**src/core/dtcc_pkg.sv**
```systemverilog
package dtcc_pkg;
	// data path widths and filter length
	localparam int          CNT_W      = 16;          // channel counter width
	localparam int          PRE_W      = 5;           // prescaler width, enough for the /32 tap
	localparam int          FILT_LEN   = 3;           // equal samples a filtered pin must show
	// register byte offsets
	localparam logic [7:0]  OFS_START  = 8'h00;       // start_register
	localparam logic [7:0]  OFS_MODE   = 8'h04;       // timer_mode_register
	localparam logic [7:0]  OFS_CTRL0  = 8'h08;       // channel_control_register, channel 0
	localparam logic [7:0]  OFS_CTRL1  = 8'h0c;       // channel_control_register, channel 1
	localparam logic [7:0]  OFS_IOC0   = 8'h10;       // pin control, channel 0
	localparam logic [7:0]  OFS_IOC1   = 8'h14;       // pin control, channel 1
	localparam logic [7:0]  OFS_CNT0   = 8'h18;       // channel_counter 0
	localparam logic [7:0]  OFS_CNT1   = 8'h1c;       // channel_counter 1
	localparam logic [7:0]  OFS_GRA0   = 8'h20;       // first_general_register, channel 0
	localparam logic [7:0]  OFS_GRB0   = 8'h24;       // second general_compare_register, channel 0
	localparam logic [7:0]  OFS_GRA1   = 8'h28;       // first_general_register, channel 1
	localparam logic [7:0]  OFS_GRB1   = 8'h2c;       // second general_compare_register, channel 1
	localparam logic [7:0]  OFS_STAT   = 8'h30;       // sticky event status, write one to clear
	localparam logic [7:0]  OFS_MASK   = 8'h34;       // interrupt mask
	localparam logic [7:0]  OFS_BUF0   = 8'h38;       // capture buffer, channel 0
	localparam logic [7:0]  OFS_BUF1   = 8'h3c;       // capture buffer, channel 1
	// start_register fields
	localparam int          RUN_POS    = 0;           // channel_run_bit, two bits
	localparam int          SSEL_POS   = 2;           // stop_select_bit, two bits
	localparam logic [1:0]  SSEL_RST   = 2'h3;        // software stop by default
	// timer_mode_register field
	localparam int          SYNC_POS   = 0;           // channel_sync_bit
	// channel_control_register fields
	localparam int          CCLR_POS   = 0;           // clear_select_bit2..0
	localparam int          CKS_POS    = 3;           // count source, three bits
	localparam int          XEDGE_POS  = 6;           // external clock edge, two bits
	localparam int          BUFEN_POS  = 8;           // buffered capture
	localparam int          CTRL_W     = 9;
	// pin control fields
	localparam int          CAPA_POS   = 0;           // pin A used as capture input
	localparam int          CAPB_POS   = 1;           // pin B used as capture input
	localparam int          EDGEA_POS  = 2;           // capture edge of pin A, two bits
	localparam int          EDGEB_POS  = 4;           // capture edge of pin B, two bits
	localparam int          ELCEN_POS  = 6;           // event link may capture into register A
	localparam int          ACTA_POS   = 7;           // compare action of pin A, two bits
	localparam int          ACTB_POS   = 9;           // compare action of pin B, two bits
	localparam int          FILT_POS   = 11;          // digital input filter
	localparam int          IOC_W      = 12;
	// status bits, three per channel
	localparam int          ST_A       = 0;           // capture or match on register A
	localparam int          ST_B       = 1;           // capture or match on register B
	localparam int          ST_OVF     = 2;           // counter overflow
	localparam int          ST_W       = 6;
	localparam logic [15:0] GR_RST     = 16'hffff;    // general registers after reset
	// clear select codes
	localparam logic [2:0]  CCLR_FREE  = 3'h0;
	localparam logic [2:0]  CCLR_GRA   = 3'h1;
	localparam logic [2:0]  CCLR_GRB   = 3'h2;
	localparam logic [2:0]  CCLR_SYNC  = 3'h3;        // clear together with the other channel
	// count source codes
	localparam logic [2:0]  CKS_CLK    = 3'h0;
	localparam logic [2:0]  CKS_DIV2   = 3'h1;
	localparam logic [2:0]  CKS_DIV4   = 3'h2;
	localparam logic [2:0]  CKS_DIV8   = 3'h3;
	localparam logic [2:0]  CKS_DIV32  = 3'h4;
	localparam logic [2:0]  CKS_HSO    = 3'h5;
	localparam logic [2:0]  CKS_EXT    = 3'h6;
	// edge codes
	localparam logic [1:0]  EDGE_RISE  = 2'h0;
	localparam logic [1:0]  EDGE_FALL  = 2'h1;
	localparam logic [1:0]  EDGE_BOTH  = 2'h2;
	localparam logic [1:0]  EDGE_NONE  = 2'h3;
	// compare output actions
	localparam logic [1:0]  ACT_NONE   = 2'h0;
	localparam logic [1:0]  ACT_LOW    = 2'h1;
	localparam logic [1:0]  ACT_HIGH   = 2'h2;
	localparam logic [1:0]  ACT_TOG    = 2'h3;
endpackage

```
**src/core/dtcc_top.sv**
```systemverilog
// The register addresses and the APB register port were decided locally.
`timescale 1ns/1ps
module dtcc_top #(
	parameter int ADDR_W = 8
) (
	input  wire logic              CLK,
	input  wire logic              RESET,
	input  wire logic              PSEL,
	input  wire logic              PENABLE,
	input  wire logic              PWRITE,
	input  wire logic [ADDR_W-1:0] PADDR,
	input  wire logic [31:0]       PWDATA,
	output logic      [31:0]       PRDATA,
	output logic                   PREADY,
	output logic                   PSLVERR,
	input  wire logic              HSO_TICK,
	input  wire logic              EXT_CLK_PIN,
	input  wire logic [1:0]        EVENT_LINK_IN,
	input  wire logic [3:0]        CCP_IN,
	output logic      [3:0]        CCP_OUT,
	output logic      [3:0]        CCP_OE,
	output logic                   IRQ
);
	localparam int W = dtcc_pkg::CNT_W;

	// all state of the block
	typedef struct packed {
		logic [1:0]                            run;      // channel_run_bit per channel
		logic [1:0]                            ssel;     // stop_select_bit per channel
		logic                                  sync;     // channel_sync_bit
		logic [1:0][dtcc_pkg::CTRL_W-1:0]      ctrl;     // channel_control_register
		logic [1:0][dtcc_pkg::IOC_W-1:0]       ioc;      // pin control
		logic [1:0][W-1:0]                     cnt;      // channel_counter
		logic [3:0][W-1:0]                     gr;       // A0, B0, A1, B1
		logic [1:0][W-1:0]                     bufr;     // capture buffers
		logic [3:0]                            outv;     // compare output levels
		logic [dtcc_pkg::ST_W-1:0]             stat;     // sticky events
		logic [dtcc_pkg::ST_W-1:0]             mask;     // interrupt enables
		logic [dtcc_pkg::PRE_W-1:0]            pre;      // free prescaler
		logic                                  ext_prev; // last external clock sample
		logic [31:0]                           rdata;    // read data held for the access phase
	} dtcc_state_t;

	dtcc_state_t               st_reg;    // current state
	dtcc_state_t               st_next;   // next state
	logic [3:0]                edge_ev;   // filtered pin edges
	logic [3:0]                cap_c;     // capture events per general register
	logic [1:0]                tick_c;    // count source tick per channel
	logic [1:0]                adv_c;     // channel counts this cycle
	logic [1:0]                ma_c;      // compare match on register A
	logic [1:0]                mb_c;      // compare match on register B
	logic [1:0]                clr_c;     // own clear request
	logic                      wrap;      // counter returns to zero
	logic [31:0]               rd_val;    // read mux
	logic [dtcc_pkg::ST_W-1:0] w1c;       // status bits software clears
	logic [dtcc_pkg::ST_W-1:0] set_ev;    // status bits hardware sets
	logic                      ext_rise;  // external clock rising edge
	logic                      ext_fall;  // external clock falling edge
	logic                      wr_acc;    // write access phase
	logic [2:0]                cclr;      // clear select of the channel in hand

	// one tick of the selected count source
	function automatic logic src_tick(input logic [2:0] cks, input logic [dtcc_pkg::PRE_W-1:0] pre,
		input logic hso, input logic rise, input logic fall, input logic [1:0] edg);
		logic t;
		t = 1'b0;
		case (cks)
			dtcc_pkg::CKS_CLK:   t = 1'b1;
			dtcc_pkg::CKS_DIV2:  t = pre[0];
			dtcc_pkg::CKS_DIV4:  t = &pre[1:0];
			dtcc_pkg::CKS_DIV8:  t = &pre[2:0];
			dtcc_pkg::CKS_DIV32: t = &pre;
			dtcc_pkg::CKS_HSO:   t = hso;
			dtcc_pkg::CKS_EXT:   t = (edg == dtcc_pkg::EDGE_RISE) ? rise :
				(edg == dtcc_pkg::EDGE_FALL) ? fall : (edg == dtcc_pkg::EDGE_BOTH) ? (rise | fall) : 1'b0;
			default:             t = 1'b0; // code 7 is unused: channel idles
		endcase
		return t;
	endfunction

	// new level of a compare output after a match
	function automatic logic apply_act(input logic [1:0] act, input logic cur);
		logic v;
		v = cur;
		case (act)
			dtcc_pkg::ACT_LOW:  v = 1'b0;
			dtcc_pkg::ACT_HIGH: v = 1'b1;
			dtcc_pkg::ACT_TOG:  v = ~cur;
			default:            v = cur;
		endcase
		return v;
	endfunction

	// decoded addresses; anything else answers with an error
	function automatic logic addr_hit(input logic [ADDR_W-1:0] a);
		logic h;
		h = 1'b0;
		case (8'(a))
			dtcc_pkg::OFS_START, dtcc_pkg::OFS_MODE, dtcc_pkg::OFS_CTRL0, dtcc_pkg::OFS_CTRL1,
			dtcc_pkg::OFS_IOC0, dtcc_pkg::OFS_IOC1, dtcc_pkg::OFS_CNT0, dtcc_pkg::OFS_CNT1,
			dtcc_pkg::OFS_GRA0, dtcc_pkg::OFS_GRB0, dtcc_pkg::OFS_GRA1, dtcc_pkg::OFS_GRB1,
			dtcc_pkg::OFS_STAT, dtcc_pkg::OFS_MASK, dtcc_pkg::OFS_BUF0, dtcc_pkg::OFS_BUF1: h = 1'b1;
			default: h = 1'b0;
		endcase
		return h;
	endfunction

	// capture pins: filter and edge select live in the pin block
	dtcc_pin_edge #(
		.N    (4),
		.FLEN (dtcc_pkg::FILT_LEN)
	) i_dtcc_pin_edge (
		.clk      (CLK),
		.reset    (RESET),
		.pin_in   (CCP_IN),
		.filt_en  ({{2{st_reg.ioc[1][dtcc_pkg::FILT_POS]}}, {2{st_reg.ioc[0][dtcc_pkg::FILT_POS]}}}),
		.edge_sel ({st_reg.ioc[1][dtcc_pkg::EDGEB_POS +: 2], st_reg.ioc[1][dtcc_pkg::EDGEA_POS +: 2],
			st_reg.ioc[0][dtcc_pkg::EDGEB_POS +: 2], st_reg.ioc[0][dtcc_pkg::EDGEA_POS +: 2]}),
		.edge_ev  (edge_ev)
	);

	assign wr_acc = PSEL & PENABLE & PWRITE;

	// counting, compare, capture and the register file
	always_comb begin
		st_next     = st_reg;
		rd_val      = 32'h0;
		w1c         = '0;
		set_ev      = '0;
		wrap        = 1'b0;
		cclr        = dtcc_pkg::CCLR_FREE;
		tick_c      = 2'h0;
		adv_c       = 2'h0;
		ma_c        = 2'h0;
		mb_c        = 2'h0;
		clr_c       = 2'h0;
		cap_c       = 4'h0;
		ext_rise    = EXT_CLK_PIN & ~st_reg.ext_prev;
		ext_fall    = ~EXT_CLK_PIN & st_reg.ext_prev;
		st_next.pre = st_reg.pre + 5'h01;
		st_next.ext_prev = EXT_CLK_PIN;
		// matches first, so that a sync clear can see the other channel
		for (int c = 0; c < 2; c++) begin
			tick_c[c] = src_tick(st_reg.ctrl[c][dtcc_pkg::CKS_POS +: 3], st_reg.pre, HSO_TICK,
				ext_rise, ext_fall, st_reg.ctrl[c][dtcc_pkg::XEDGE_POS +: 2]);
			adv_c[c] = st_reg.run[c] & tick_c[c];
			// a register in capture use never matches
			ma_c[c] = adv_c[c] & ~st_reg.ioc[c][dtcc_pkg::CAPA_POS] & (st_reg.cnt[c] == st_reg.gr[2*c]);
			mb_c[c] = adv_c[c] & ~st_reg.ioc[c][dtcc_pkg::CAPB_POS] & (st_reg.cnt[c] == st_reg.gr[2*c+1]);
			cclr = st_reg.ctrl[c][dtcc_pkg::CCLR_POS +: 3];
			clr_c[c] = (cclr == dtcc_pkg::CCLR_GRA & ma_c[c]) | (cclr == dtcc_pkg::CCLR_GRB & mb_c[c]);
		end
		for (int c = 0; c < 2; c++) begin
			cclr = st_reg.ctrl[c][dtcc_pkg::CCLR_POS +: 3];
			wrap = clr_c[c] | (cclr == dtcc_pkg::CCLR_SYNC & clr_c[1-c]);
			if (ma_c[c] && !st_reg.ssel[c]) begin
				// stop at match A: count is held, the output keeps the match level
				st_next.run[c] = 1'b0;
			end else if (adv_c[c]) begin
				if (wrap) begin
					st_next.cnt[c] = '0;
				end else begin
					st_next.cnt[c] = st_reg.cnt[c] + 16'h0001;
					// only a natural wrap counts as overflow, a match clear does not
					if (st_reg.cnt[c] == 16'hffff) begin
						set_ev[3*c + dtcc_pkg::ST_OVF] = 1'b1;
					end
				end
			end
			// compare outputs
			if (ma_c[c]) begin
				st_next.outv[2*c] = apply_act(st_reg.ioc[c][dtcc_pkg::ACTA_POS +: 2], st_reg.outv[2*c]);
				set_ev[3*c + dtcc_pkg::ST_A] = 1'b1;
			end
			if (mb_c[c]) begin
				st_next.outv[2*c+1] = apply_act(st_reg.ioc[c][dtcc_pkg::ACTB_POS +: 2], st_reg.outv[2*c+1]);
				set_ev[3*c + dtcc_pkg::ST_B] = 1'b1;
			end
			// captures: register A also takes the event link
			cap_c[2*c] = st_reg.ioc[c][dtcc_pkg::CAPA_POS] & (edge_ev[2*c] |
				(st_reg.ioc[c][dtcc_pkg::ELCEN_POS] & EVENT_LINK_IN[c]));
			cap_c[2*c+1] = st_reg.ioc[c][dtcc_pkg::CAPB_POS] & edge_ev[2*c+1];
			if (cap_c[2*c]) begin
				// buffered mode keeps the previous capture for software
				if (st_reg.ctrl[c][dtcc_pkg::BUFEN_POS]) begin
					st_next.bufr[c] = st_reg.gr[2*c];
				end
				st_next.gr[2*c] = st_reg.cnt[c];
				set_ev[3*c + dtcc_pkg::ST_A] = 1'b1;
			end
			if (cap_c[2*c+1]) begin
				st_next.gr[2*c+1] = st_reg.cnt[c];
				set_ev[3*c + dtcc_pkg::ST_B] = 1'b1;
			end
		end
		// read mux, sampled in the setup cycle
		case (8'(PADDR))
			dtcc_pkg::OFS_START: rd_val = 32'({st_reg.ssel, st_reg.run});
			dtcc_pkg::OFS_MODE:  rd_val = 32'(st_reg.sync);
			dtcc_pkg::OFS_CTRL0: rd_val = 32'(st_reg.ctrl[0]);
			dtcc_pkg::OFS_CTRL1: rd_val = 32'(st_reg.ctrl[1]);
			dtcc_pkg::OFS_IOC0:  rd_val = 32'(st_reg.ioc[0]);
			dtcc_pkg::OFS_IOC1:  rd_val = 32'(st_reg.ioc[1]);
			dtcc_pkg::OFS_CNT0:  rd_val = 32'(st_reg.cnt[0]);
			dtcc_pkg::OFS_CNT1:  rd_val = 32'(st_reg.cnt[1]);
			dtcc_pkg::OFS_GRA0:  rd_val = 32'(st_reg.gr[0]);
			dtcc_pkg::OFS_GRB0:  rd_val = 32'(st_reg.gr[1]);
			dtcc_pkg::OFS_GRA1:  rd_val = 32'(st_reg.gr[2]);
			dtcc_pkg::OFS_GRB1:  rd_val = 32'(st_reg.gr[3]);
			dtcc_pkg::OFS_STAT:  rd_val = 32'(st_reg.stat);
			dtcc_pkg::OFS_MASK:  rd_val = 32'(st_reg.mask);
			dtcc_pkg::OFS_BUF0:  rd_val = 32'(st_reg.bufr[0]);
			dtcc_pkg::OFS_BUF1:  rd_val = 32'(st_reg.bufr[1]);
			default:             rd_val = 32'h0;
		endcase
		if (PSEL && !PENABLE) begin
			st_next.rdata = rd_val;
		end
		// software writes come last so they win over counting and capture; only a status clear loses to a hardware set
		if (wr_acc) begin
			case (8'(PADDR))
				dtcc_pkg::OFS_START: begin
					st_next.run  = PWDATA[dtcc_pkg::RUN_POS +: 2];
					st_next.ssel = PWDATA[dtcc_pkg::SSEL_POS +: 2];
				end
				dtcc_pkg::OFS_MODE:  st_next.sync = PWDATA[dtcc_pkg::SYNC_POS];
				dtcc_pkg::OFS_CTRL0: st_next.ctrl[0] = PWDATA[dtcc_pkg::CTRL_W-1:0];
				dtcc_pkg::OFS_CTRL1: st_next.ctrl[1] = PWDATA[dtcc_pkg::CTRL_W-1:0];
				dtcc_pkg::OFS_IOC0:  st_next.ioc[0] = PWDATA[dtcc_pkg::IOC_W-1:0];
				dtcc_pkg::OFS_IOC1:  st_next.ioc[1] = PWDATA[dtcc_pkg::IOC_W-1:0];
				dtcc_pkg::OFS_CNT0: begin
					st_next.cnt[0] = PWDATA[W-1:0];
					if (st_reg.sync) begin
						st_next.cnt[1] = PWDATA[W-1:0];
					end
				end
				dtcc_pkg::OFS_CNT1: begin
					st_next.cnt[1] = PWDATA[W-1:0];
					if (st_reg.sync) begin
						st_next.cnt[0] = PWDATA[W-1:0];
					end
				end
				dtcc_pkg::OFS_GRA0:  st_next.gr[0] = PWDATA[W-1:0];
				dtcc_pkg::OFS_GRB0:  st_next.gr[1] = PWDATA[W-1:0];
				dtcc_pkg::OFS_GRA1:  st_next.gr[2] = PWDATA[W-1:0];
				dtcc_pkg::OFS_GRB1:  st_next.gr[3] = PWDATA[W-1:0];
				dtcc_pkg::OFS_STAT:  w1c = PWDATA[dtcc_pkg::ST_W-1:0];
				dtcc_pkg::OFS_MASK:  st_next.mask = PWDATA[dtcc_pkg::ST_W-1:0];
				default:             ; // read-only or unmapped: nothing stored
			endcase
		end
		// a hardware set in the clearing cycle survives
		st_next.stat = (st_reg.stat & ~w1c) | set_ev;
	end

	// state register
	always_ff @(posedge CLK) begin
		if (RESET) begin
			st_reg      <= '0;
			st_reg.ssel <= dtcc_pkg::SSEL_RST;
			st_reg.gr   <= {4{dtcc_pkg::GR_RST}};
		end else begin
			st_reg <= st_next;
		end
	end

	// bus answers: zero wait states, error for unmapped addresses
	assign PRDATA  = st_reg.rdata;
	assign PREADY  = 1'b1;
	assign PSLVERR = PSEL & PENABLE & ~addr_hit(PADDR);

	// pins drive only in compare use with an action chosen
	assign CCP_OUT   = st_reg.outv;
	assign CCP_OE[0] = ~st_reg.ioc[0][dtcc_pkg::CAPA_POS] &
		(st_reg.ioc[0][dtcc_pkg::ACTA_POS +: 2] != dtcc_pkg::ACT_NONE);
	assign CCP_OE[1] = ~st_reg.ioc[0][dtcc_pkg::CAPB_POS] &
		(st_reg.ioc[0][dtcc_pkg::ACTB_POS +: 2] != dtcc_pkg::ACT_NONE);
	assign CCP_OE[2] = ~st_reg.ioc[1][dtcc_pkg::CAPA_POS] &
		(st_reg.ioc[1][dtcc_pkg::ACTA_POS +: 2] != dtcc_pkg::ACT_NONE);
	assign CCP_OE[3] = ~st_reg.ioc[1][dtcc_pkg::CAPB_POS] &
		(st_reg.ioc[1][dtcc_pkg::ACTB_POS +: 2] != dtcc_pkg::ACT_NONE);
	assign IRQ       = |(st_reg.stat & st_reg.mask);
endmodule

```
**src/core/dtcc_pin_edge.sv**
```systemverilog
`timescale 1ns/1ps
// optional digital filter and active edge detection for the capture pins
module dtcc_pin_edge #(
	parameter int N     = 4,
	parameter int FLEN  = dtcc_pkg::FILT_LEN
) (
	input  wire logic           clk,
	input  wire logic           reset,
	input  wire logic [N-1:0]   pin_in,
	input  wire logic [N-1:0]   filt_en,
	input  wire logic [2*N-1:0] edge_sel,
	output logic      [N-1:0]   edge_ev
);
	// all state of the module
	typedef struct packed {
		logic [N-1:0]      samp;  // previous raw sample
		logic [N-1:0][1:0] run;   // count of equal consecutive samples
		logic [N-1:0]      lvl;   // cleaned level
		logic [N-1:0]      ev;    // registered edge pulse
	} dtcc_pe_t;

	dtcc_pe_t st_reg;  // current state
	dtcc_pe_t st_next; // next state

	// filter and edge decision per pin
	always_comb begin
		st_next = st_reg;
		for (int k = 0; k < N; k++) begin
			st_next.samp[k] = pin_in[k];
			if (pin_in[k] == st_reg.samp[k]) begin
				// saturate so a long quiet pin does not wrap the count
				if (st_reg.run[k] != 2'(FLEN - 1)) begin
					st_next.run[k] = st_reg.run[k] + 2'h1;
				end
			end else begin
				st_next.run[k] = 2'h0;
			end
			// the filter costs FLEN-1 cycles of latency; glitches shorter than FLEN cycles vanish
			if (!filt_en[k] || st_next.run[k] == 2'(FLEN - 1)) begin
				st_next.lvl[k] = pin_in[k];
			end
			unique case (edge_sel[2*k +: 2])
				dtcc_pkg::EDGE_RISE: st_next.ev[k] = st_next.lvl[k] & ~st_reg.lvl[k];
				dtcc_pkg::EDGE_FALL: st_next.ev[k] = ~st_next.lvl[k] & st_reg.lvl[k];
				dtcc_pkg::EDGE_BOTH: st_next.ev[k] = st_next.lvl[k] ^ st_reg.lvl[k];
				dtcc_pkg::EDGE_NONE: st_next.ev[k] = 1'b0;
			endcase
		end
	end

	// state register
	always_ff @(posedge clk) begin
		if (reset) begin
			st_reg <= '0;
		end else begin
			st_reg <= st_next;
		end
	end

	assign edge_ev = st_reg.ev;
endmodule

```
**config.mk**
```make
export PLATFORM = sky130hd
export DESIGN_NAME = dtcc_top
export DESIGN_NICKNAME = d
export VERILOG_FILES = /design/src/core/dtcc_pkg.sv /design/src/core/dtcc_top.sv /design/src/core/dtcc_pin_edge.sv
export SDC_FILE = /design/constraint.sdc
export NUM_CORES = 1
export LEC_CHECK = 0
export BUFFER_PORTS_ARGS = -buffer_cell sky130_fd_sc_hd__clkbuf_2
export CORE_MARGIN = 4
export CORE_UTILIZATION = 38
export CTS_BUF_LIST = sky130_fd_sc_hd__clkbuf_8
export DETAILED_ROUTE_END_ITERATION = 10
export PLACE_DENSITY = 0.6
export SYNTH_ARGS = -nofsm -noshare
export SYNTH_HDL_FRONTEND = slang
export SYNTH_SLANG_ARGS = --single-unit
```
**constraint.sdc**
```tcl
create_clock -name CLK -period 3.4 [get_ports CLK]
set_input_delay 0.17 -clock CLK [delete_from_list [all_inputs] [get_ports CLK]]
set_output_delay 0.17 -clock CLK [all_outputs]
set_load 0.02 [all_outputs]
```
Yosys cells after proc, flatten, opt, wreduce, memory -nomap -nowiden

Memories as Yosys holds them, arrays and structs flattened.
Cells that the tools add are included.

Register bits: 249
Bits in read-only memories: 64
Output and inout port bits: 43
Memories kept: 1
Word-level logic and storage cells: 312
Bits of input ports: 53

Memories:

| memory           | words | bits a word | read ports | clocked after memory_dff | wr ports | line           | text |
|---|---|---|---|---|---|---|---|
| (name not given) | 64    | 1           | 1          | 0                        | 0        | dtcc_top.sv:98 | `case (8'(a))` |

Add/subtract/negate cells: 7
Equality and inequality tests: 79
Mux-type cells: 74
Bitwise operators: 73
Reductions and logical operators: 47

Operators with widths:

| cell                                                                   | count |
|---|---|
| 16-bit two-way mux                                                     | 16 |
| 16-bit case mux with 16 select lines                                   | 1 |
| 143-bit two-way mux                                                    | 1 |
| 16-bit equality test                                                   | 4 |
| 8-bit by 6-bit equality test with 1-bit output (second input constant) | 8 |
| 32-bit case mux with 2 select lines                                    | 1 |
| 2-bit equality test (second input constant)                            | 22 |
| 1-bit AND                                                              | 39 |
| 16-bit by 1-bit adder with 16-bit output (second input constant)       | 2 |
| 16-bit equality test (second input constant)                           | 2 |
| 8-bit by 5-bit equality test with 1-bit output (second input constant) | 4 |
| 1-bit two-way mux                                                      | 30 |
| 2-bit AND reduction                                                    | 14 |
| 3-bit by 2-bit equality test with 1-bit output (second input constant) | 8 |
| 12-bit two-way mux                                                     | 2 |
| 2-bit by 1-bit equality test with 1-bit output (second input constant) | 10 |
| 1-bit NOT                                                              | 19 |
| 3-bit equality test (second input constant)                            | 6 |
| 9-bit two-way mux                                                      | 2 |
| 8-bit by 4-bit equality test with 1-bit output (second input constant) | 2 |
| 2-bit two-way mux                                                      | 8 |
| 1-bit case mux with 4 select lines                                     | 4 |
| 2-bit zero test                                                        | 7 |
| 1-bit case mux with 7 select lines                                     | 2 |
| other kinds (24)                                                       | 66 |

Longest topological paths before layout

Word-level depth: 20
Mapped depth: 12
Gate-level depth less buffers: 12

Hierarchy

Synthesis repeated with hierarchy kept, for this count alone.

Cell total of the unflattened synthesis: 1,731
Area, all modules: 13,096.3 um2

Modules (own cells, without submodules):

| module        | cells an instance | area an instance (um2) | sequential area each (um2) | times used |
|---|---|---|---|---|
| dtcc_top      | 1,616             | 12,056.6               | 4,264.1                    | 1 |
| dtcc_pin_edge | 115               | 1,039.7                | 400.4                      | 1 |

Worst setup path before layout

No wires, ideal clock.

Path type: register -> register
Start: register st_reg[33] in the netlist's numbering
End: register st_reg[180] in the netlist's numbering
Clock period less this slack: 2.654 ns
Buffers on the path: 1
Path slack: 0.746 ns
Setup time: 0.117 ns
Required time: 3.283 ns
Arrival time: 2.537 ns
Stages on the path, launching flop included: 13
Cells stage by stage: dfxtp_1 ha_1 and3_1 ha_1 inv_1 a22oi_1 a211oi_2 or4_4 a2bb2o_4 a21oi_1 o21a_1 buf_2 a22o_1

Word-level cells in the longest chain between the ends: 15
Elaborated cells between the ends (all ways): 30
Classes of those cells: 8 x mux; 18 x bitwise; 4 x reduce/logical

RTL lines:

| element                                          | line                             | text |
|---|---|---|
| from (decl)                                      | dtcc_top.sv:44                   | `dtcc_state_t st_reg;` |
| from (signal assigned)                           | dtcc_top.sv:263                  | `st_reg <= st_next;` |
| 5-bit AND reduction (tied with other cells)      | dtcc_top.sv:72                   | `dtcc_pkg::CKS_DIV32: t = &pre;` |
| 1-bit case mux with 7 select lines               | dtcc_top.sv:67                   | `case (cks)` |
| 1-bit AND                                        | dtcc_top.sv:146                  | `adv_c[c] = st_reg.run[c] & tick_c[c];` |
| 1-bit AND, on equally long branches (2 in a row) | dtcc_top.sv:148, dtcc_top.sv:149 |  |
| 1-bit AND                                        | dtcc_top.sv:151                  | `clr_c[c] = (cclr == dtcc_pkg::CCLR_GRA & ma_c[c]) \| (cclr == dtcc_pkg::CCLR_GRB & mb_c[c]);` |
| 1-bit bitwise OR                                 | dtcc_top.sv:151                  |  |
| 1-bit AND                                        | dtcc_top.sv:155                  | `wrap = clr_c[c] \| (cclr == dtcc_pkg::CCLR_SYNC & clr_c[1-c]);` |
| 1-bit bitwise OR                                 | dtcc_top.sv:155                  |  |
| 16-bit two-way mux                               | dtcc_top.sv:160                  | `if (wrap) begin` |
| 16-bit two-way mux                               | dtcc_top.sv:159                  | `end else if (adv_c[c]) begin` |
| 16-bit two-way mux *                             | dtcc_top.sv:156                  | `if (ma_c[c] && !st_reg.ssel[c]) begin` |
| 16-bit two-way mux                               | dtcc_top.sv:233                  | `if (st_reg.sync) begin` |
| 32-bit case mux with 2 select lines              | dtcc_top.sv:221                  | `case (8'(PADDR))` |
| 143-bit two-way mux *                            | dtcc_top.sv:220                  | `if (wr_acc) begin` |

Every way passes the cells marked *; elsewhere a longest branch is shown, timed or not.
A chain may end at the register's enable or synchronous reset.

Final worst setup path

Start: register st_reg[33] in the netlist's numbering
End: register st_reg[181] in the netlist's numbering

Same word-level chain as after synthesis.

==> metrics.yaml <==
grt:
  grt_pass1_wl_um: 71700
  groute.usage.overall: 0.256
  antenna_violations_before_repair: 2
  first_global_vias: 11600
  grt-ovfl-total: 0
  grt_max_degree: 83
clock_tree:
  clk_pin_slew_ps: 70
  cts_made_buffers: 43
  cts_buffer_depth: 3
  clockRootBuffer: "sky130_fd_sc_hd__clkbuf_8"
  worstSkewPairLatency_ps: 560
  cts-htree-levels: 2
  numClockSinks: 233
  tritoncts_clock_tree: "done"
power_and_ir_drop:
  irDropWorstVdd_v: 0.000201
  p_leak_nw: 5.35
  report.power.total_w: 0.00588
  power_per_cell_area_nw_per_um2: 414
synth:
  synth_sequential_area_ratio: 0.369
  synth_top_family_by_area: "simple AND/OR/NAND/NOR gates"
  synth_area_leader_cell: "sky130_fd_sc_hd__dfxtp_1"
  number_of_synthesized_flops_with_an_enable_pin: 0
  synth_cells: 1699
  post_synth_fa_ha_maj_area_fraction: 0.0188
  count_of_unique_library_cells_instantiated_by_yosys: 71
  ys.flop_type: "sky130_fd_sc_hd__dfxtp_1"
  synth_top_cells_by_area: "sky130_fd_sc_hd__dfxtp_1 (37%), sky130_fd_sc_hd__nand2_1 (12%), sky130_fd_sc_hd__a21oi_1 (4.9%), sky130_fd_sc_hd__nand3_1 (4.6%), sky130_fd_sc_hd__o21ai_0 (4.3%)"
  synth_seq_cells: 233
  synth.mux.area_fraction: 0.0151
  yosysWarningCount: 0
  syn-cell-area_um2: 12700
  synth_compound_gate_area_share: 0.185
  yosys.area.top_type_share: 0.369
  ys_async_sr_fraction: 0
  post_synth.cell_area_avg_um2: 7.45
  synth_simple_gate_area_share: 0.270
  xor_xnor_share_of_the_synthesized_area: 0.0651
timing:
  fin_crit_sh: 0.928
  fin_skew_ps: 15.5
  setup-tns-final_ps: 0
  number_of_max_slew_violations_in_the_final_report: 0
  setup_violations: 0
  rsz_0062_raised_after_global_routing: "false"
  fmaxAchievable_mhz: 317
  worst_slew_margin: 0.174
  transition_at_the_pin_with_the_smallest_max_transition_slack_ps: 1240
  worst_hold_slack_ps: 126
  hold_violations: 0
  min_tclk_post_route_ps: 3160
drt:
  drt_iter0_markers: 1638
  wire_per_inst_um: 21.7
  post_route_drc_violation_count: 0
  drt-pass1-iter-count: 8
  drt.antenna.violating_nets: 0
  routed-via-count: 12500
  final_wl_um: 47600
  detail_route.vias_per_cell: 5.70
setup_path:
  cp.arrival_ps: 3610
  ff2ff_setup_slack_ps: 240
  timing.rr.start: "st_reg[33]$_SDFF_PP0_"
  critical_path_peak_fanout: 12
  worst_r2r_endpoint: "st_reg[181]$_SDFF_PP0_"
  worstSetupEndpointType: "flop"
  crit_end: "st_reg[181]$_SDFF_PP0_"
  worst-setup-path-type: "flop to flop"
  startpoint_type: "flop"
  worst-r2r-cell-count: 11
  worst_ep_required_time_ps: 3850
  critPathLaunch: "st_reg[33]$_SDFF_PP0_"
placement:
  numPlacedInstances: 2106
  gp_routability_congestion: 1.04
  dp_hpwl_um: 34100
  port-buffer-count: 62
min_path:
  hold_path_class: "input pin to flop"
floorplanning:
  core_um2: 32700
  die_area_um2: 36300
  die_w_um: 190
  initial_utilization: 0.387
  num_io_pins: 96
  fp-row-count: 66
  die_h_um: 190
cells_and_area:
  largest_register_ff_count: 190
  area_delta_synth_final_pct: 12.2
  layout.nets: 1792
  utilization_of_the_core_after_routing: 0.434
  layout.cells.most_common: "sky130_fd_sc_hd__nand2_1"
  drive_gt1_frac: 0.119
  commonest_cells_after_routing_fill_and_taps_aside: "sky130_fd_sc_hd__nand2_1 (407), sky130_fd_sc_hd__dfxtp_1 (233), sky130_fd_sc_hd__a21oi_1 (125)"
  layoutNonFillerInstCount: 2195
outcome:
  run_status: "finished clean"
job:
  maxCapViolations: 0
-- metal layers --
layer / GRT usage / vias to the layer above / share of wire
li1: - / 5845 / -
met1: 0.362 / 5853 / 0.43
met2: 0.374 / 697 / 0.41
met3: 0.0560 / 115 / 0.11
met4: 0.114 / 0 / 0.050
met5: 0 / - / 0
-- cell families (layout without fill, tap and decap cells) --
logic type,Yosys count,count (layout)
compound gates,375,375
xor+xnor,94,94
fa+ha+maj,19,19
buf+inv,208,245
flops,233,233
mux,19,19
other cells,2,19
simple gates,749,749
-- report_power, final --
part           switching [W]  internal, W
clock                0.00122      0.00151
combinational       0.000258     0.000108
sequential         0.0000184      0.00276
-- stage by stage --
step / area, um2 / setup WS, ps
floorplan: 12700 / 746
global placement: 13200 / 40.0
detailed placement: 13200 / -60.4
CTS: 14200 / 231
global route: 14200 / 128
finish: 14200 / 244
-- area by class of cell --
class,instances,area (um2)
fillers,3390,18500
multi-input cells,1273,7090
flip-flops and latches,233,4660
repair buffers,128,861
clock buffers,58,798
well taps,442,553
inverters,41,154
clock inverters,18,72.6
diodes,2,5.00
-- how the worst min path moves through the flow --
stage	start	end	slack (ps)	depth (start not counted)
4_1_cts	PWDATA[9]	st_reg[191]$_SDFFE_PP0P_	90	3
2_1_floorplan	PWDATA[10]	st_reg[160]$_SDFF_PP0_	280	2
3_3_place_gp	st_reg[83]$_SDFFE_PP0P_	st_reg[83]$_SDFFE_PP0P_	440	2
5_1_grt	PWDATA[9]	st_reg[203]$_SDFFE_PP0P_	110	3
6_report	PWDATA[9]	st_reg[203]$_SDFFE_PP0P_	130	3
3_5_place_dp	EXT_CLK_PIN	st_reg[32]$_SDFF_PP0_	440	3
-- Yosys cell counts, types with 5 or more instances --
cell type	number
sky130_fd_sc_hd__or3_1	6
sky130_fd_sc_hd__o211ai_1	15
sky130_fd_sc_hd__a22oi_1	39
sky130_fd_sc_hd__and2_1	13
sky130_fd_sc_hd__or3b_2	6
sky130_fd_sc_hd__and3_1	19
sky130_fd_sc_hd__clkbuf_1	107
sky130_fd_sc_hd__nand4_1	20
sky130_fd_sc_hd__nor4_1	11
sky130_fd_sc_hd__a32oi_1	5
sky130_fd_sc_hd__a221oi_1	12
sky130_fd_sc_hd__dfxtp_1	233
sky130_fd_sc_hd__inv_1	41
sky130_fd_sc_hd__nor2b_1	9
sky130_fd_sc_hd__nand3b_1	9
sky130_fd_sc_hd__buf_4	37
sky130_fd_sc_hd__mux2i_1	18
sky130_fd_sc_hd__nor3_2	6
sky130_fd_sc_hd__a222oi_1	12
sky130_fd_sc_hd__a31oi_1	14
sky130_fd_sc_hd__xor2_1	47
sky130_fd_sc_hd__xnor2_1	47
sky130_fd_sc_hd__a22o_1	15
sky130_fd_sc_hd__o21ai_0	109
sky130_fd_sc_hd__buf_2	17
sky130_fd_sc_hd__ha_1	19
sky130_fd_sc_hd__nor2_1	79
sky130_fd_sc_hd__nor3_1	16
sky130_fd_sc_hd__nand3_1	116
sky130_fd_sc_hd__nand2_1	407
sky130_fd_sc_hd__a21oi_1	125
sky130_fd_sc_hd__nand2b_1	7
-- worst max-delay path, cell delays in order, from the launching register on --
cell and delay, ps:
sky130_fd_sc_hd__dfxtp_1 390, sky130_fd_sc_hd__ha_1 240, sky130_fd_sc_hd__ha_1 220, sky130_fd_sc_hd__inv_1 60, sky130_fd_sc_hd__o211ai_1 260, sky130_fd_sc_hd__nand3_1 290
sky130_fd_sc_hd__or4_4 650, sky130_fd_sc_hd__a2bb2o_4 230, sky130_fd_sc_hd__a21oi_1 130, sky130_fd_sc_hd__o21a_1 240, sky130_fd_sc_hd__buf_12 150, sky130_fd_sc_hd__a22o_1 190
-- what timing repair did --
item                                   4_1_cts  5_1_grt
endpoints found under the hold margin       41        0
resized for setup                            1        1
hold buffers                                11        0
buffers inserted                             0        0
setup endpoints to repair                   13        1
(Power assumes the default switching activity.)
